### config.mk
export PLATFORM = sky130hd
export DESIGN_NAME = acs_top
export DESIGN_NICKNAME = d
export VERILOG_FILES = /design/src/acs_pkg.sv /design/src/acs_rate_meter.sv /design/src/acs_sync_detect.sv /design/src/acs_top.sv
export VERILOG_INCLUDE_DIRS = /design/src
export SDC_FILE = /design/constraint.sdc
export NUM_CORES = 1
export LEC_CHECK = 0
export ABC_AREA = 1
export BUFFER_PORTS_ARGS = -buffer_cell sky130_fd_sc_hd__buf_4
export CORE_AREA = 2 2 197 199
export DETAILED_ROUTE_END_ITERATION = 6
export DIE_AREA = 0 0 199 201
export PLACE_DENSITY_LB_ADDON = 0.12
export SETUP_SLACK_MARGIN = 0.4
export SLEW_MARGIN = 20
export SYNTH_ARGS = -nofsm -noshare
export SYNTH_HDL_FRONTEND = slang
export SYNTH_SLANG_ARGS = --single-unit
export TNS_END_PERCENT = 1
### constraint.sdc
create_clock -name pclk -period 3 [get_ports pclk]
set_input_delay 0.15 -clock pclk [delete_from_list [all_inputs] [get_ports pclk]]
set_output_delay 0.15 -clock pclk [all_outputs]
set_load 0.02 [all_outputs]
### src/acs_defines.svh
// constants of the audio clock source selector
`ifndef ACS_DEFINES_SVH
`define ACS_DEFINES_SVH

`define ACS_PCLK_HZ 40000000
`define ACS_GATE_US 1000
`define ACS_GATE_CYC (`ACS_GATE_US * (`ACS_PCLK_HZ / 1000000))
`define ACS_LOSS_US 50
`define ACS_LOSS_CYC (`ACS_LOSS_US * (`ACS_PCLK_HZ / 1000000))
`define ACS_SYNC_TOL 8'h04
`define ACS_SYNC_RUN 3'h4

`define ACS_OFF_CTRL 8'h00
`define ACS_OFF_RATE 8'h04
`define ACS_OFF_STAT 8'h08
`define ACS_OFF_FREQ 8'h0C
`define ACS_OFF_CHAN 8'h10
`define ACS_OFF_IRQ_STAT 8'h14
`define ACS_OFF_IRQ_MASK 8'h18

`define ACS_CTRL_AUTO 0
`define ACS_CTRL_PREF_LO 1
`define ACS_CTRL_PREF_HI 2
`define ACS_CTRL_OPT_SPDIF 3
`define ACS_CTRL_RST 4'h1
`define ACS_RATE_RST 4'h3

`define ACS_IRQ_SRC 0
`define ACS_IRQ_LOCK 1
`define ACS_IRQ_MISMATCH 2

`define ACS_CH_ANALOG 4'h4
`define ACS_CH_AES 4'h2
`define ACS_CH_SPDIF 4'h2
`define ACS_CH_OPT_SINGLE 4'h8
`define ACS_CH_OPT_DOUBLE 4'h4
`define ACS_CH_OPT_QUAD 4'h2

`endif

### src/acs_pkg.sv
// types and rate helpers of the audio clock source selector
package acs_pkg;

  typedef enum logic [1:0] {SRC_AES, SRC_SPDIF, SRC_OPT, SRC_INT} acs_src_e;
  typedef enum logic [1:0] {IN_NO_LOCK, IN_LOCKED, IN_SYNCED} acs_in_e;
  typedef enum logic [3:0] {
    FS_NONE, FS_32K, FS_44K1, FS_48K, FS_64K, FS_88K2, FS_96K, FS_128K, FS_176K4, FS_192K
  } acs_fs_e;
  typedef enum logic [1:0] {SPD_SINGLE, SPD_DOUBLE, SPD_QUAD} acs_speed_e;
  typedef enum {ST_INTERNAL, ST_FOLLOW} acs_state_e;

  // edges counted in one millisecond gate map onto nominal rates
  function automatic acs_fs_e classify(input logic [15:0] n);
    if (n >= 16'd31 && n <= 16'd33) return FS_32K;
    else if (n >= 16'd43 && n <= 16'd45) return FS_44K1;
    else if (n >= 16'd47 && n <= 16'd49) return FS_48K;
    else if (n >= 16'd63 && n <= 16'd65) return FS_64K;
    else if (n >= 16'd87 && n <= 16'd89) return FS_88K2;
    else if (n >= 16'd95 && n <= 16'd97) return FS_96K;
    else if (n >= 16'd127 && n <= 16'd129) return FS_128K;
    else if (n >= 16'd175 && n <= 16'd178) return FS_176K4;
    else if (n >= 16'd191 && n <= 16'd193) return FS_192K;
    else return FS_NONE;
  endfunction : classify

  function automatic logic [17:0] rate_hz(input acs_fs_e f);
    case (f)
      FS_32K: return 18'd32000;
      FS_44K1: return 18'd44100;
      FS_64K: return 18'd64000;
      FS_88K2: return 18'd88200;
      FS_96K: return 18'd96000;
      FS_128K: return 18'd128000;
      FS_176K4: return 18'd176400;
      FS_192K: return 18'd192000;
      default: return 18'd48000;
    endcase
  endfunction : rate_hz

endpackage : acs_pkg

### src/acs_rate_meter.sv
// per-input sample rate meter with lock and loss detection
`timescale 1ns/1ps
`include "acs_defines.svh"
module acs_rate_meter (
  input wire logic pclk,
  input wire logic presetn,
  input wire logic ce,
  input wire logic edge_seen,
  input wire logic gate,
  output acs_pkg::acs_fs_e freq_r,
  output logic lock_r
);
  logic [15:0] cnt_r;
  logic [11:0] idle_r;
  logic lost;

  assign lost = (idle_r >= 12'(`ACS_LOSS_CYC));

  always_ff @(posedge pclk or negedge presetn) begin
    if (!presetn) begin
      cnt_r <= 16'h0000;
    end else if (ce) begin
      if (gate) cnt_r <= {15'h0000, edge_seen};
      else if (edge_seen && cnt_r != 16'hFFFF) cnt_r <= cnt_r + 16'h0001;
    end
  end

  always_ff @(posedge pclk or negedge presetn) begin
    if (!presetn) begin
      idle_r <= 12'h000;
    end else if (ce) begin
      if (edge_seen) idle_r <= 12'h000;
      else if (!lost) idle_r <= idle_r + 12'h001;
    end
  end

  // no recognised rate reads as no lock; a dead input drops lock after 50 us without an edge, without waiting for the gate
  always_ff @(posedge pclk or negedge presetn) begin
    if (!presetn) begin
      freq_r <= acs_pkg::FS_NONE;
      lock_r <= 1'b0;
    end else if (ce) begin
      if (lost) begin
        freq_r <= acs_pkg::FS_NONE;
        lock_r <= 1'b0;
      end else if (gate) begin
        freq_r <= acs_pkg::classify(cnt_r);
        lock_r <= (acs_pkg::classify(cnt_r) != acs_pkg::FS_NONE);
      end
    end
  end
endmodule : acs_rate_meter

### src/acs_sync_detect.sv
// phase tracking of one locked input against the running sample clock
`timescale 1ns/1ps
`include "acs_defines.svh"
module acs_sync_detect (
  input wire logic pclk,
  input wire logic presetn,
  input wire logic ce,
  input wire logic ref_edge,
  input wire logic in_edge,
  input wire logic locked,
  output logic sync_r
);
  logic [11:0] since_r;
  logic [11:0] off_r;
  logic [2:0] run_r;
  logic [11:0] diff;

  assign diff = (since_r >= off_r) ? since_r - off_r : off_r - since_r;

  always_ff @(posedge pclk or negedge presetn) begin
    if (!presetn) begin
      since_r <= 12'h000;
    end else if (ce) begin
      if (ref_edge) since_r <= 12'h000;
      else if (since_r != 12'hFFF) since_r <= since_r + 12'h001;
    end
  end

  // a stable offset over several samples means frequency and phase track
  always_ff @(posedge pclk or negedge presetn) begin
    if (!presetn) begin
      off_r <= 12'h000;
      run_r <= 3'h0;
      sync_r <= 1'b0;
    end else if (ce) begin
      if (!locked) begin
        run_r <= 3'h0;
        sync_r <= 1'b0;
      end else if (in_edge) begin
        off_r <= since_r;
        if (diff <= {4'h0, `ACS_SYNC_TOL}) begin
          if (run_r != `ACS_SYNC_RUN) run_r <= run_r + 3'h1;
          sync_r <= (run_r == `ACS_SYNC_RUN);
        end else begin
          run_r <= 3'h0;
          sync_r <= 1'b0;
        end
      end
    end
  end
endmodule : acs_sync_detect

### src/acs_top.sv
// audio clock source selector with status reporting and apb registers
//
// Functional notes
// in automatic follow mode, scan inputs and follow a valid one's recovered clock.
// when the followed reference fails, fall back to internal clock as master.
// use the preferred input while valid, otherwise scan the others in turn.
// with no valid input, clock mode becomes internal.
// report no lock, lock or sync for each of the three inputs.
// report detected rate per input and for the clock; unknown rate is no lock.
// when slaved, the external rate wins over the host's configured rate.
// flag a mismatch while sync source rate differs from configured rate.
// double speed halves optical multichannel count from eight to four.
// quad speed limits optical multichannel count to two.
// analog four, aes two, spdif two channels in every speed range.
// optical output in spdif mode carries no multichannel playback.
// 88.2/96 is double speed, 176.4/192 quad, everything else single.
// sync only when locked and tracking the selected clock in tolerance.
// external sources should share one master clock to all reach sync.
`timescale 1ns/1ps
`include "acs_defines.svh"
module acs_top #(
  parameter logic [15:0] GATE_CYCLES = 16'(`ACS_GATE_CYC)
) (
  input wire logic pclk,
  input wire logic presetn,
  input wire logic ce,
  input wire logic [7:0] paddr,
  input wire logic psel,
  input wire logic penable,
  input wire logic pwrite,
  input wire logic [31:0] pwdata,
  output logic [31:0] prdata,
  output logic pready,
  output logic pslverr,
  input wire logic aes_clk_pin,
  input wire logic spdif_clk_pin,
  input wire logic opt_clk_pin,
  output logic sample_tick,
  output acs_pkg::acs_src_e clk_src,
  output logic slave_mode,
  output acs_pkg::acs_speed_e speed,
  output logic two_way_sample_multiplex,
  output logic four_way_sample_multiplex,
  output logic [3:0] opt_in_chans,
  output logic [3:0] opt_out_chans,
  output logic rate_mismatch,
  output logic irq
);

  ////////////////////////////////////////////////////////////////////////////
  // input pins: two-stage synchronisers and edge detection

  logic [2:0] pin;
  logic [2:0] meta_r;
  logic [2:0] sync_r;
  logic [2:0] last_r;
  logic [2:0] in_edge;
  acs_pkg::acs_fs_e in_freq [3];
  logic [2:0] in_lock;
  logic [2:0] in_sync;
  acs_pkg::acs_in_e in_state [3];
  logic gate;
  logic [15:0] gate_r;
  logic ref_edge;

  assign pin = {opt_clk_pin, spdif_clk_pin, aes_clk_pin};

  always_ff @(posedge pclk or negedge presetn) begin
    if (!presetn) begin
      meta_r <= 3'h0;
      sync_r <= 3'h0;
      last_r <= 3'h0;
    end else if (ce) begin
      meta_r <= pin;
      sync_r <= meta_r;
      last_r <= sync_r;
    end
  end

  assign in_edge = sync_r & ~last_r;

  always_ff @(posedge pclk or negedge presetn) begin
    if (!presetn) gate_r <= 16'h0000;
    else if (ce) gate_r <= gate ? 16'h0000 : gate_r + 16'h0001;
  end

  assign gate = (gate_r >= GATE_CYCLES - 16'h0001);

  genvar gi;
  generate
    for (gi = 0; gi < 3; gi++) begin : g_in
      acs_rate_meter u_meter (
        .pclk(pclk),
        .presetn(presetn),
        .ce(ce),
        .edge_seen(in_edge[gi]),
        .gate(gate),
        .freq_r(in_freq[gi]),
        .lock_r(in_lock[gi])
      );
      acs_sync_detect u_sync (
        .pclk(pclk),
        .presetn(presetn),
        .ce(ce),
        .ref_edge(ref_edge),
        .in_edge(in_edge[gi]),
        .locked(in_lock[gi]),
        .sync_r(in_sync[gi])
      );
      assign in_state[gi] = !in_lock[gi] ? acs_pkg::IN_NO_LOCK :
                            in_sync[gi] ? acs_pkg::IN_SYNCED : acs_pkg::IN_LOCKED;
    end
  endgenerate

  ////////////////////////////////////////////////////////////////////////////
  // registers written by software

  logic [3:0] ctrl_r;
  acs_pkg::acs_fs_e cfg_rate_r;
  logic [2:0] irq_stat_r;
  logic [2:0] irq_mask_r;
  logic wr_acc;
  logic rd_acc;
  logic setup;
  logic [2:0] irq_snap_r;

  assign setup = psel && !penable;
  assign wr_acc = psel && penable && pwrite;
  assign rd_acc = psel && penable && !pwrite;

  always_ff @(posedge pclk or negedge presetn) begin
    if (!presetn) begin
      ctrl_r <= `ACS_CTRL_RST;
      cfg_rate_r <= acs_pkg::acs_fs_e'(`ACS_RATE_RST);
      irq_mask_r <= 3'h0;
    end else if (ce && wr_acc) begin
      if (paddr == `ACS_OFF_CTRL) ctrl_r <= pwdata[3:0];
      else if (paddr == `ACS_OFF_RATE) cfg_rate_r <= acs_pkg::acs_fs_e'(pwdata[3:0]);
      else if (paddr == `ACS_OFF_IRQ_MASK) irq_mask_r <= pwdata[2:0];
    end
  end

  ////////////////////////////////////////////////////////////////////////////
  // source selection

  acs_pkg::acs_state_e state_r;
  acs_pkg::acs_src_e src_r;
  acs_pkg::acs_src_e pick;
  logic pick_ok;
  logic [1:0] pref;
  logic [1:0] alt1;
  logic [1:0] alt2;

  assign pref = (ctrl_r[`ACS_CTRL_PREF_HI:`ACS_CTRL_PREF_LO] > 2'd2) ? 2'd0
                : ctrl_r[`ACS_CTRL_PREF_HI:`ACS_CTRL_PREF_LO];
  assign alt1 = (pref == 2'd2) ? 2'd0 : pref + 2'd1;
  assign alt2 = (alt1 == 2'd2) ? 2'd0 : alt1 + 2'd1;

  // preferred first, then the others in turn starting after it
  always_comb begin
    pick = acs_pkg::SRC_INT;
    pick_ok = 1'b1;
    if (in_lock[pref]) pick = acs_pkg::acs_src_e'(pref);
    else if (in_lock[alt1]) pick = acs_pkg::acs_src_e'(alt1);
    else if (in_lock[alt2]) pick = acs_pkg::acs_src_e'(alt2);
    else pick_ok = 1'b0;
  end

  always_ff @(posedge pclk or negedge presetn) begin
    if (!presetn) begin
      state_r <= acs_pkg::ST_INTERNAL;
      src_r <= acs_pkg::SRC_INT;
    end else if (ce) begin
      case (state_r)
        acs_pkg::ST_INTERNAL: begin
          src_r <= acs_pkg::SRC_INT;
          if (ctrl_r[`ACS_CTRL_AUTO] && pick_ok) begin
            state_r <= acs_pkg::ST_FOLLOW;
            src_r <= pick;
          end
        end
        acs_pkg::ST_FOLLOW: begin
          if (!ctrl_r[`ACS_CTRL_AUTO] || !pick_ok) begin
            state_r <= acs_pkg::ST_INTERNAL;
            src_r <= acs_pkg::SRC_INT;
          end else begin
            src_r <= pick;
          end
        end
        default: begin
          state_r <= acs_pkg::ST_INTERNAL;
          src_r <= acs_pkg::SRC_INT;
        end
      endcase
    end
  end

  assign clk_src = src_r;
  assign slave_mode = (state_r == acs_pkg::ST_FOLLOW);

  ////////////////////////////////////////////////////////////////////////////
  // operating rate, internal sample clock, mismatch

  acs_pkg::acs_fs_e op_rate;
  acs_pkg::acs_fs_e ext_rate;
  logic [25:0] acc_r;
  logic [25:0] acc_sum;
  logic int_tick;
  logic tick_r;
  logic mismatch_r;

  assign ext_rate = (src_r == acs_pkg::SRC_INT) ? acs_pkg::FS_NONE : in_freq[src_r[1:0]];
  // a slaved clock runs at whatever the source feeds; host request is ignored
  assign op_rate = slave_mode ? ext_rate : cfg_rate_r;

  assign acc_sum = acc_r + {8'h00, acs_pkg::rate_hz(cfg_rate_r)};
  assign int_tick = (acc_sum >= 26'(`ACS_PCLK_HZ));

  always_ff @(posedge pclk or negedge presetn) begin
    if (!presetn) acc_r <= 26'h0000000;
    else if (ce) acc_r <= int_tick ? acc_sum - 26'(`ACS_PCLK_HZ) : acc_sum;
  end

  assign ref_edge = slave_mode ? in_edge[src_r[1:0]] : int_tick;

  always_ff @(posedge pclk or negedge presetn) begin
    if (!presetn) tick_r <= 1'b0;
    else if (ce) tick_r <= ref_edge;
  end

  assign sample_tick = tick_r;

  always_ff @(posedge pclk or negedge presetn) begin
    if (!presetn) mismatch_r <= 1'b0;
    else if (ce) mismatch_r <= slave_mode && (ext_rate != cfg_rate_r);
  end

  assign rate_mismatch = mismatch_r;

  ////////////////////////////////////////////////////////////////////////////
  // speed range and channel counts

  acs_pkg::acs_speed_e speed_r;
  logic [3:0] opt_in_r;
  logic [3:0] opt_out_r;

  always_ff @(posedge pclk or negedge presetn) begin
    if (!presetn) begin
      speed_r <= acs_pkg::SPD_SINGLE;
      opt_in_r <= `ACS_CH_OPT_SINGLE;
      opt_out_r <= `ACS_CH_OPT_SINGLE;
    end else if (ce) begin
      if (op_rate == acs_pkg::FS_88K2 || op_rate == acs_pkg::FS_96K) begin
        speed_r <= acs_pkg::SPD_DOUBLE;
        opt_in_r <= `ACS_CH_OPT_DOUBLE;
        opt_out_r <= ctrl_r[`ACS_CTRL_OPT_SPDIF] ? 4'h0 : `ACS_CH_OPT_DOUBLE;
      end else if (op_rate == acs_pkg::FS_176K4 || op_rate == acs_pkg::FS_192K) begin
        speed_r <= acs_pkg::SPD_QUAD;
        opt_in_r <= `ACS_CH_OPT_QUAD;
        opt_out_r <= ctrl_r[`ACS_CTRL_OPT_SPDIF] ? 4'h0 : `ACS_CH_OPT_QUAD;
      end else begin
        speed_r <= acs_pkg::SPD_SINGLE;
        opt_in_r <= `ACS_CH_OPT_SINGLE;
        opt_out_r <= ctrl_r[`ACS_CTRL_OPT_SPDIF] ? 4'h0 : `ACS_CH_OPT_SINGLE;
      end
    end
  end

  assign speed = speed_r;
  assign two_way_sample_multiplex = (speed_r == acs_pkg::SPD_DOUBLE);
  assign four_way_sample_multiplex = (speed_r == acs_pkg::SPD_QUAD);
  assign opt_in_chans = opt_in_r;
  // spdif on the optical port leaves no room for the multichannel stream
  assign opt_out_chans = opt_out_r;

  ////////////////////////////////////////////////////////////////////////////
  // interrupt status: sticky, cleared by reading, set beats clear

  logic [2:0] ev;
  logic [2:0] lock_last_r;
  acs_pkg::acs_src_e src_last_r;
  logic mis_last_r;

  always_ff @(posedge pclk or negedge presetn) begin
    if (!presetn) begin
      lock_last_r <= 3'h0;
      src_last_r <= acs_pkg::SRC_INT;
      mis_last_r <= 1'b0;
    end else if (ce) begin
      lock_last_r <= in_lock;
      src_last_r <= src_r;
      mis_last_r <= mismatch_r;
    end
  end

  assign ev[`ACS_IRQ_SRC] = (src_r != src_last_r);
  assign ev[`ACS_IRQ_LOCK] = (in_lock != lock_last_r);
  assign ev[`ACS_IRQ_MISMATCH] = mismatch_r && !mis_last_r;

  always_ff @(posedge pclk or negedge presetn) begin
    if (!presetn) begin
      irq_stat_r <= 3'h0;
    end else if (ce) begin
      if (rd_acc && paddr == `ACS_OFF_IRQ_STAT) irq_stat_r <= (irq_stat_r & ~irq_snap_r) | ev;
      else irq_stat_r <= irq_stat_r | ev;
    end
  end

  assign irq = |(irq_stat_r & irq_mask_r);

  ////////////////////////////////////////////////////////////////////////////
  // apb read path: data captured in the setup cycle, answered in access

  logic [31:0] rd_nxt;
  logic bad_nxt;
  logic [31:0] prdata_r;
  logic bad_r;

  always_comb begin
    rd_nxt = 32'h00000000;
    bad_nxt = 1'b0;
    if (paddr == `ACS_OFF_CTRL) rd_nxt = {28'h0000000, ctrl_r};
    else if (paddr == `ACS_OFF_RATE) rd_nxt = {28'h0000000, cfg_rate_r};
    else if (paddr == `ACS_OFF_STAT)
      rd_nxt = {22'h000000, mismatch_r, slave_mode, in_state[2], in_state[1], in_state[0], src_r};
    else if (paddr == `ACS_OFF_FREQ)
      rd_nxt = {16'h0000, op_rate, in_freq[2], in_freq[1], in_freq[0]};
    else if (paddr == `ACS_OFF_CHAN)
      rd_nxt = {8'h00, `ACS_CH_ANALOG, `ACS_CH_AES, `ACS_CH_SPDIF, opt_out_chans, opt_in_r,
                2'b00, speed_r};
    else if (paddr == `ACS_OFF_IRQ_STAT) rd_nxt = {29'h00000000, irq_stat_r};
    else if (paddr == `ACS_OFF_IRQ_MASK) rd_nxt = {29'h00000000, irq_mask_r};
    else bad_nxt = 1'b1;
  end

  always_ff @(posedge pclk or negedge presetn) begin
    if (!presetn) begin
      prdata_r <= 32'h00000000;
      bad_r <= 1'b0;
      irq_snap_r <= 3'h0;
    end else if (ce && setup) begin
      prdata_r <= pwrite ? 32'h00000000 : rd_nxt;
      bad_r <= bad_nxt;
      irq_snap_r <= irq_stat_r;
    end
  end

  assign prdata = prdata_r;
  assign pready = psel && penable && ce;
  assign pslverr = psel && penable && bad_r;

endmodule : acs_top

# Word-level counts from Yosys, hierarchy flattened
# Memories as Yosys holds them, arrays and structs flattened.
# Cells that the tools add are included.
dict set report op_classes {
  n_addsub 23
  magnitude_cmp 71
  eq_ne 43
  mux 149
  bitwise_logic 10
  n_reduce_logical 90
}
# operator n
set ops {}
lappend ops {{2-to-1 mux 4 bit} 48}
lappend ops {{2-to-1 mux 12 bit} 15}
lappend ops {{greater-or-equal comparator 16 x 6 -> 1 bit (second input constant)} 9}
lappend ops {{greater-or-equal comparator 16 x 7 -> 1 bit (second input constant)} 9}
lappend ops {{<= comparator 16 x 6 -> 1 bit (second input constant)} 9}
lappend ops {{<= comparator 16 x 7 -> 1 bit (second input constant)} 9}
lappend ops {{<= comparator 16 x 8 -> 1 bit (second input constant)} 9}
lappend ops {{2-to-1 mux 23 bit} 5}
lappend ops {{2-to-1 mux 16 bit} 7}
lappend ops {{greater-or-equal comparator 16 x 8 -> 1 bit (second input constant)} 6}
lappend ops {{2-to-1 mux 32 bit} 3}
lappend ops {{adder 12 x 1 -> 12 bit (second input constant)} 6}
lappend ops {{subtractor 12 bit} 6}
lappend ops {{adder 16 x 1 -> 16 bit (second input constant)} 4}
lappend ops {{one-hot mux 32 bit (2 select lines)} 1}
lappend ops {{greater-or-equal comparator 16 x 5 -> 1 bit (second input constant)} 3}
lappend ops {{2-to-1 mux 3 bit} 16}
lappend ops {{inequality test 16 bit (second input constant)} 3}
lappend ops {{logical AND 1 bit} 42}
lappend ops {{greater-or-equal comparator 12 x 11 -> 1 bit (second input constant)} 3}
lappend ops {{greater-or-equal comparator 12 bit} 3}
lappend ops {{<= comparator 12 x 3 -> 1 bit (second input constant)} 3}
lappend ops {{inequality test 12 bit (second input constant)} 3}
lappend ops {{2-to-1 mux 2 bit} 17}
lappend ops {{44 further kinds} 147}
dict set report totals {
  regBits 336
  mem_bits_ro 240
  out_inout_bits 52
  elab_cells 433
  n_memories 1
}
# name words width read_ports rd_ports_with_merged_regs write_ports line_no
set memory_table {}
lappend memory_table {{(name not given)} 16 15 1 0 0 acs_pkg.sv:27} ;# case (f)

# Depth between registers and ports, before layout
# Gate-level depths: netlist of run 1.
dict set report logic_depth {
  word_depth 17
  ltp_mapped 29
}

# Modules after synthesis
# From an unflattened synthesis of run 1, not the netlist that was laid out.
dict set report unflattened {
  hier_cells 3518
  hier_area_um2 22960.8
}
# module n_inst cells_each area_per_inst_um2 seq_area_each_um2
set by_module_without_submodules {}
lappend by_module_without_submodules {acs_sync_detect 3 447 2761.4 700.7}
lappend by_module_without_submodules {acs_top 1 1089 7241.9 2538.7}
lappend by_module_without_submodules {{acs_rate_meter at g_in[1].u_meter ...} 2 374 2538.7 825.8}
lappend by_module_without_submodules {{acs_rate_meter at g_in[0].u_meter} 1 340 2357.3 825.8}

# Least setup slack after synthesis of run 1
# Ideal clock, no wire load.
dict set report synth_timing {
  kind {reg2reg}
  from {register cfg_rate_r[1]}
  to {register g_in[2].u_sync.since_r[10]}
  setup_ns 0.066
  t_arrival_ns 3.176
  required_time_ns 2.934
  slack_ns -0.242
  stages_incl_launch_ff 24
  cell_sequence {dfstp_2 inv_1 ha_1 inv_1 nor2_1 nand2_1 o21ai_0 a21oi_1 ha_1 nand2_2 nor2_1 nor2_1 nand2_2 a21oi_2 xor2_1 nand2_1 nand2_2 nand2_2 nand2_2 nand3_2 nand2_2 buf_4 nand4_1 nand2_1}
}
dict set report synth_via {
  elab_chain_len 6
}
# item line_no
set synth_lines {}
lappend synth_lines {{start, declared} acs_top.sv:119} ;# acs_pkg::acs_fs_e cfg_rate_r;
lappend synth_lines {{start signal, assigned} acs_top.sv:134} ;# cfg_rate_r <= acs_pkg::acs_fs_e'(`ACS_RATE_RST);
lappend synth_lines {{start signal, assigned} acs_top.sv:138} ;# else if (paddr == `ACS_OFF_RATE) cfg_rate_r <= acs_pkg::acs_fs_e'(pwdata[3:0]);
lappend synth_lines {{memory (16 x 15 bit) *} -}
lappend synth_lines {{adder 26 x 18 -> 26 bit *} acs_top.sv:216} ;# assign acc_sum = acc_r + {8'h00, acs_pkg::rate_hz(cfg_rate_r)};
lappend synth_lines {{greater-or-equal comparator 26 bit *} acs_top.sv:217} ;# assign int_tick = (acc_sum >= 26'(`ACS_PCLK_HZ));
lappend synth_lines {{2-to-1 mux 1 bit *} acs_top.sv:224} ;# assign ref_edge = slave_mode ? in_edge[src_r[1:0]] : int_tick;
lappend synth_lines {{nonzero test 2 bit (no source line)} -}
lappend synth_lines {{AND reduction 2 bit (no source line)} -}
lappend synth_lines {{end signal, assigned} acs_sync_detect.sv:25} ;# else if (since_r != 12'hFFF) since_r <= since_r + 12'h001;
lappend synth_lines {{end, declared} acs_sync_detect.sv:13} ;# logic [11:0] since_r;
# Mark *: on every way between the ends. The rest lies on a longest branch, timed or not.
# A chain may end at the register's enable or synchronous reset.

# Worst setup path after layout of run 1
dict set report layout_timing {
  from {register cfg_rate_r[0]}
  to {register g_in[2].u_sync.since_r[2]}
}
# Same word-level chain as after synthesis.

==> results of run 1 <==
## cell usage in the layout (no fill, tap or decap), drive strengths merged, types with 11 or more instances in the layout
| master | netlist | routed |
|---|---|---|
| nor2 | 275 | 275 |
| inv | 488 | 492 |
| nand2 | 931 | 931 |
| o22ai | 20 | 20 |
| dfrtp | 275 | 275 |
| nand3 | 219 | 219 |
| o21ai | 225 | 225 |
| xor2 | 75 | 75 |
| buf | 41 | 244 |
| nor4 | 12 | 12 |
| o21bai | 15 | 15 |
| conb | 1 | 16 |
| a211oi | 11 | 11 |
| ha | 120 | 120 |
| nand4 | 70 | 70 |
| nor3 | 70 | 70 |
| dlygate4sd3 | 0 | 13 |
| xnor2 | 15 | 15 |
| clkbuf | 38 | 47 |
| clkinv | 4 | 11 |
| nand3b | 18 | 18 |
| a31oi | 14 | 14 |
| a21oi | 152 | 152 |
## Yosys cell counts (9+ instances only)
cell / n
dfrtp_1: 275
inv_2: 18
nor4_1: 12
o21a_1: 9
nor2_2: 10
nand4_1: 68
nor3_1: 69
o22ai_1: 20
a21oi_1: 150
inv_1: 470
nand3_1: 215
nand2_2: 17
ha_1: 120
a211oi_1: 11
a31oi_1: 14
dfstp_2: 9
xnor2_1: 14
xor2_1: 75
nand2_1: 914
nand3b_1: 18
buf_4: 26
o21ai_0: 214
o21bai_1: 15
o211ai_1: 9
clkbuf_1: 31
nor2_1: 261
## path summary, 6_finish.rpt
check	from	to	slack, ns	cells after the start
max	cfg_rate_r[0]	g_in[2].u_sync.since_r[2]	-0.58	25
min	paddr[3]	prdata[1]	0.13	5
max reg2reg	cfg_rate_r[0]	g_in[2].u_sync.since_r[2]	-0.58	25
min reg2reg	meta_r[2]	meta_r[2]	0.48	2
max in group asynchronous	presetn	g_in[1].u_meter.cnt_r[3]	1.99	3
min in group asynchronous	presetn	g_in[2].u_sync.off_r[10]	0.16	2
## power groups by stage
stage | logic (mW) | registers (mW) | clock network [mW]
floorplan | 7.51 | 4.84 | 0
global placement | 10.5 | 4.97 | 0
detailed placement | 10.7 | 5.00 | 0
CTS | 11.0 | 4.95 | 4.73
global route | 13.2 | 5.06 | 4.90
finish | 11.8 | 4.99 | 4.65
## through the flow
stage	hold slack [ns]	TNS (ns)	area [um^2]
2_1_floorplan	-0.146	-6.53	21600
3_3_place_gp	0.142	-22.04	23500
3_5_place_dp	0.141	-27.03	23500
4_1_cts	0.0998	-21.06	25200
5_1_grt	0.162	-36.51	26100
6_report	0.131	-27.17	26100
## worst max-delay path: cells and delay by family, from the launching register on
| family | cells | cell delay [ns] |
|---|---|---|
| AND/OR/NAND/NOR | 16 | 1.41 |
| flip-flops | 1 | 0.59 |
| adder cells (fa/ha/maj) | 2 | 0.53 |
| buffers and inverters | 5 | 0.48 |
| AO/OA/AOI/OAI | 2 | 0.43 |
## state kept, by name, indices dropped and copies added, names as in the netlist, 4 cells and up
signal	cells
g_in.u_meter.cnt_r	48
g_in.u_meter.idle_r	36
g_in.u_sync.off_r	36
g_in.u_sync.since_r	36
acc_r	24
prdata	17
gate_r	16
g_in.u_meter.freq_r	12
g_in.u_sync.run_r	9
cfg_rate_r	4
ctrl_r	4
## cell type report
| type | instances | area share (%) |
|---|---|---|
| clock buffer | 45 | 3.82 |
| sequential | 284 | 27.3 |
| multi-input combinational | 2338 | 50.0 |
| tap | 518 | 2.49 |
| inverter | 492 | 7.13 |
| timing repair buffer | 259 | 8.18 |
| antenna | 1 | 0.00959 |
| clock inverter | 20 | 1.06 |
## layer usage
| layer | global-route usage, % | share of wire (%) | vias up | wire length [um] |
|---|---|---|---|---|
| met5 | 0 | 0 | - | 0 |
| met4 | 8.82 | 2.4 | 0 | 1460 |
| met3 | 3.48 | 5.2 | 97 | 3160 |
| met2 | 49.1 | 48 | 611 | 28700 |
| met1 | 40.9 | 45 | 10159 | 26900 |
| li1 | - | - | 10719 | - |
## timing repair
action / in CTS / in global routing
gates cloned: 0 / 3
pin swaps: 10 / 72
buffers inserted: 2 / 16
endpoints found under the setup margin: 72 / 101
resized for setup: 50 / 176
hold endpoints to repair: 79 / 0
hold buffers: 13 / 0
## kinds of logic after synthesis
kind of cell | share of synthesized area, %
and+or+nand+nor | 32.0
buffers and inverters | 10.7
AOI/OAI and AO/OA | 13.3
DFF | 33.2
adders and majority gates | 7.10
xor gates and xnor gates | 3.71
other | 0.0175
==> qor.txt, run 1 <==
Status: complete, but fails checks
Failing checks: setup timing
Area added between synthesis and finish: 21.7%
Tcrit/Tclk final: 119%
Top FF cell, synth: dfrtp_1
Via density: 5.46
RSZ-0062 raised after global routing: true
Die Area: 40000 um^2
Clock slew seen by the registers of the worst setup and hold paths: 0.06 ns
Sequential Power Share: 23.3%
Fin Clk Skew: 0.0207 ns
Final slew viol count: 0
Final Non-Filler Cells: 3957
Worst Max-Slew Pin Slew: 0.812 ns
Synth unique cells: 62
Register area share after synthesis: 33.2%
Iter 0 DRT Violations: 1365
Synth Warn #: 0
Inst Count DP: 3857
Netlist Area Pre-Place: 21400 um^2
GRT overflow: 0
Switching fraction of total power: 44.5%
Clock buffer depth: 3
Util after Layout: 68.4%
CTS Root Cell: clkbuf_16
Syn Inst Count: 3178
GP Congestion: 0.936
DR vias: 21586
Max stage delay on crit path: 0.59 ns
Internal: 11.9 mW
Initial antenna violation count: 0
Pwr dens: 820 nW/um^2
Post-synthesis async set-or-reset flop share: 100%
Post-synth EDFFs: 0
Avg Synthesized Cell Area: 6.74 um^2
Vias in the first global route: 20365
Leakage Power: 13.4 nW
Layout cell share with drive strength beyond 1: 16.7%
Hold Vio Cnt, Final: 0
Fmax: 279 MHz
IO Port Bufs: 56
Crit Path Max Fanout: 6
Top cells by area, synth: dfrtp_1, nand2_1, inv_1
Global-route wire length before repair: 98.3 mm
Drt pass-1 iters: 6
Kind of critical path: register to register
Crit path top cell by count: nand2_4
Register area: 7120 um^2
Worst Path Required: 3.43 ns
Setup slack at placement: -0.548 ns
Final worst setup slack: -0.581 ns
FF+latch count, synth: 284
# fillers: 3292
CTS H-tree lvls: 2
Footprint of the multi-input gates: 13000 um^2
Synth top area share: 32.1%
Worst IR drop on VDD: 525 uV
Ports: 101
Core Area: 38100 um^2
CP endpoint kind: register
Power Total: 21.4 mW
Antenna viol nets, final: 0
Clock power share: 21.7%
Max transition margin: 45.7%
Clock insertion delay at the later pin of the skew report: 0.55 ns
CTS Sinks: 284
CP arrival: 4.01 ns
Nets@finish: 3581
Die height: 201 um
GRT Total Usage: 29.7%
Part of the power in combinational logic: 54.9%
Number of cell rows: 72
Slowest-stage cell, CP: dfstp_2
Largest area contributor in the netlist: dfrtp_1
Largest net degree at the start of global routing: 82
Routed len/inst: 15.2 um
CTS tree: done
Tmin final: 3.58 ns
Die width: 199 um
Worst min path class: input port to register
Initial core utilization: 56.2%
# setup viols final: 54
Hpwl dp: 44.6 mm
Switching pwr: 9.52 mW
Drt total wl: 60.2 mm
Max-cap violations: 0
Crit path launch type: register
Post-route DRC: 0
Number of buffers created by CTS: 36
(Power assumes the default switching activity.)
==> inputs of run 2 (changes only) <==
ABC_AREA = unset   (was 1)
CAP_MARGIN = 20   (was unset)
CORE_AREA = 2 2 188 190   (was 2 2 197 199)
DIE_AREA = 0 0 190 192   (was 0 0 199 201)
==> run 2 against run 1 <==
Effect of this change:
- the flow still finishes with violations (setup timing)
- first-iteration DRC count fell by 13%
- non-clock buffer count increased by 167
- setup slack worse by 0.89 ns
- synthesized cell count is 27% lower
- combinational power fell by 20%
- cell count fell by 21%
- largest power group unchanged
- highest routed layer unchanged
==> qor.txt, run 2 <==
Most frequent cells in the layout: buf_4, dfrtp_1, nand2_1, nor2_1, o21ai_0 (was nand2_1, inv_1, dfrtp_1, buf_4, nor2_1)
CP endpoint kind: register (unchanged)
GRT Total Usage: 29.5% (was 29.7%)
Top cells by count, synth: dfrtp_1, nand2_1, nor2_1 (was nand2_1, inv_1, dfrtp_1)
CTS tree: done (unchanged)
Routed len/inst: 17.2 um (was 15.2 um)
Vias in the first global route: 18090 (was 20365)
N_diodes: 0 (was 1)
CP arrival: 4.84 ns (was 4.01 ns)
RSZ-0062 raised after global routing: true (unchanged)
Ports: 101 (unchanged)
Drt pass-1 iters: 6 (unchanged)
Final slew viol count: 0 (unchanged)
Global-route wire length before repair: 88.5 mm (was 98.3 mm)
Hold Slack: 0.0628 ns (was 0.131 ns)
Worst Path Required: 3.38 ns (was 3.43 ns)
Buffers and inverters on the worst path: 5 (unchanged)
Nets@finish: 2837 (was 3581)
Hpwl dp: 39.5 mm (was 44.6 mm)
Top FF cell, synth: dfrtp_1 (unchanged)
Initial antenna violation count: 0 (unchanged)
Post-synth EDFFs: 0 (unchanged)
Fmax: 224 MHz (was 279 MHz)
CTS Root Cell: clkbuf_16 (unchanged)
CP Cell Sequence: inv_4 -> ha_4 -> or3b_4 -> a21oi_2 -> nor2_2 -> ha_4 -> buf_6 -> nand4_1 -> nor4_4 -> o31ai_4 -> o22ai_4 -> nor3b_4 -> xnor2_2 -> a21bo_4 -> buf_6 -> o31a_1 -> buf_6 -> buf_8 -> nand3_2 -> o311ai_2
Via density: 5.84 (was 5.46)
Fin Clk Skew: 0.0218 ns (was 0.0207 ns)
Netlist Area Pre-Place: 19500 um^2 (was 21400 um^2)
Die height: 192 um (was 201 um)
Clock slew seen by the registers of the worst setup and hold paths: 0.06 ns (about the same)
Crit Path Max Fanout: 8 (was 6)
Commonest non-fill, non-tap cell in the layout: buf_4 (was nand2_1)
Iter 0 DRT Violations: 1189 (was 1365)
Worst Max-Slew Pin Slew: 0.949 ns (was 0.812 ns)
Synth unique cells: 90 (was 62)
Area added between synthesis and finish: 27.3% (was 21.7%)
Top cells by area, synth: dfrtp_1, ha_1, nand2_1 (was dfrtp_1, nand2_1, inv_1)
Syn Inst Count: 2309 (was 3178)
Worst min path class: input port to register (unchanged)
Post-route DRC: 0 (unchanged)
Synth Warn #: 0 (unchanged)
DP Area: 22700 um^2 (was 23500 um^2)
Register area share after synthesis: 36.6% (was 33.2%)
Family with the most delay on the worst path: simple AND/OR/NAND/NOR gates (unchanged)
Crit path launch type: register (unchanged)
Antenna viol nets, final: 0 (unchanged)
Status: complete, but fails checks (unchanged)
FF+latch count, synth: 284 (unchanged)
Number of buffers created by CTS: 34 (was 36)
Tmin final: 4.47 ns (was 3.58 ns)
Failing checks: setup timing (unchanged)
Number of cell rows: 68 (was 72)
Drt total wl: 54.2 mm (was 60.2 mm)
Largest register FFs: 48 (unchanged)
Util after Layout: 72.3% (was 68.4%)
Max transition margin: 36.2% (was 45.7%)
Die width: 190 um (was 199 um)
Synth top area share: 35.4% (was 32.1%)
Reg with most FFs: g_in.u_meter.cnt_r (unchanged)
Worst IR drop on VDD: 537 uV (was 525 uV)
Max-cap violations: 0 (unchanged)
Tcrit/Tclk final: 149% (was 119%)
Largest area contributor in the netlist: dfrtp_1 (unchanged)
Kind of critical path: register to register (unchanged)
Largest net degree at the start of global routing: 77 (was 82)
CTS Sinks: 284 (unchanged)
Post-route cell area: 24800 um^2 (was 26100 um^2)
Final worst setup slack: -1.47 ns (was -0.581 ns)
# setup viols final: 66 (was 54)
Slowest-stage cell, CP: dfstp_2 (unchanged)
Leakage Power: 11.3 nW (was 13.4 nW)
Initial core utilization: 56.8% (was 56.2%)
Clock buffer depth: 3 (unchanged)
Die Area: 36500 um^2 (was 40000 um^2)
Hold Vio Cnt, Final: 0 (unchanged)
DR vias: 18356 (was 21586)
CTS H-tree lvls: 2 (unchanged)
GP Congestion: 0.915 (was 0.936)
Post-synthesis async set-or-reset flop share: 100% (unchanged)
Clock insertion delay at the later pin of the skew report: 0.51 ns (was 0.55 ns)
Most instantiated library cell after synthesis: dfrtp_1 (was nand2_1)
IO Port Bufs: 56 (unchanged)
Layout cell share with drive strength beyond 1: 25.2% (was 16.7%)
Core Area: 34300 um^2 (was 38100 um^2)
Avg Synthesized Cell Area: 8.43 um^2 (was 6.74 um^2)
Pwr dens: 748 nW/um^2 (was 820 nW/um^2)
GRT overflow: 0 (unchanged)
Max stage delay on crit path: 0.59 ns (about the same)
Crit path top cell by count: buf_6 (was nand2_4)
-- run 2: cell types whose count changed in the layout (fill, tap and decap cells not counted), moves of 26 or more --
| cell | before | now |
|---|---|---|
| nand3_2 | 31 | 5 |
| inv_1 | 457 | 139 |
| buf_4 | 232 | 393 |
| o21ai_0 | 211 | 155 |
| nand2_2 | 62 | 4 |
| nand2_1 | 854 | 248 |
| mux2i_1 | 0 | 31 |
| nand3_1 | 186 | 89 |
| xnor2_1 | 13 | 50 |
| and3_1 | 2 | 31 |
| mux2_2 | 0 | 43 |
-- run 2: per-layer routing --
| layer | vias up | wire length, um | GRT usage (%) |
|---|---|---|---|
| met4 | 0 | 1710 | 10.1 |
| met1 | 8853 | 23700 | 39.0 |
| li1 | 8854 | - | - |
| met3 | 124 | 2800 | 3.05 |
| met5 | - | 0 | 0 |
| met2 | 525 | 26000 | 50.8 |
-- run 2: final cells by class --
class,count,area [um^2]
fill,2562,9500
clock inverter,9,126
timing repair buffer,426,3340
tap,455,569
clock buffer,50,972
inverter,142,536
sequential,284,7120
multi-input combinational,1779,12100
-- run 2: final timing paths --
| path | startpoint | end | slack (ns) | cells past startpoint |
|---|---|---|---|---|
| max | cfg_rate_r[1] | g_in[0].u_sync.since_r[11] | -1.47 | 20 |
| max reg2reg | cfg_rate_r[1] | g_in[0].u_sync.since_r[11] | -1.47 | 20 |
| min reg2reg | prdata[0] | prdata[0] | 0.49 | 2 |
| max in group asynchronous | presetn | cfg_rate_r[1] | 1.91 | 3 |
| min | paddr[4] | bad_r | 0.06 | 3 |
| min in group asynchronous | presetn | g_in[2].u_sync.since_r[8] | 0.22 | 2 |
-- run 2: power breakdown --
group | leakage, nW | internal, mW | total [mW] | switching (mW)
logic | 7.07 | 4.64 | 9.46 | 4.82
clock network | 0.536 | 2.50 | 4.09 | 1.59
registers | 3.72 | 4.34 | 4.98 | 0.639
total | 11.3 | 11.5 | 18.5 | 7.05
-- run 2: logic make-up after synthesis --
group                      share of synthesized area, %
buffers and inverters                              5.54
adders and majority gates                          7.87
AOI/OAI and AO/OA                                  19.2
muxes                                              4.22
xor gates and xnor gates                           5.31
other                                            0.0193
DFF                                                36.6
and+or+nand+nor                                    21.3
-- run 2: tightest hold or removal path, delay by kind of cell --
| kind | cells | cell delay (ns) |
|---|---|---|
| buffers and inverters | 1 | 0.13 |
| AOI/OAI and AO/OA | 2 | 0.25 |
-- run 2: stage by stage --
| step | power, mW | setup WS [ns] | cells | setup TNS (ns) |
|---|---|---|---|---|
| finish | 18.5 | -1.47 | 3145 | -76.41 |
| global route | 19.7 | -1.62 | 3145 | -87.51 |
| CTS | 18.1 | -1.34 | 3138 | -69.66 |
| detailed placement | 13.5 | -1.74 | 3057 | -84.15 |
| global placement | 13.3 | -1.66 | 3057 | -79.03 |
| floorplan | 10.1 | -1.16 | 2324 | -58.57 |
-- run 2: repair_timing --
| action | in CTS | in global routing |
|---|---|---|
| endpoints found under the setup margin | 77 | 91 |
| endpoints found under the hold margin | 83 | 0 |
| hold buffers | 10 | 0 |
| buffers inserted | 11 | 6 |
| gates resized for setup | 97 | 89 |
| cloned | 1 | 1 |
| pin swaps | 48 | 32 |
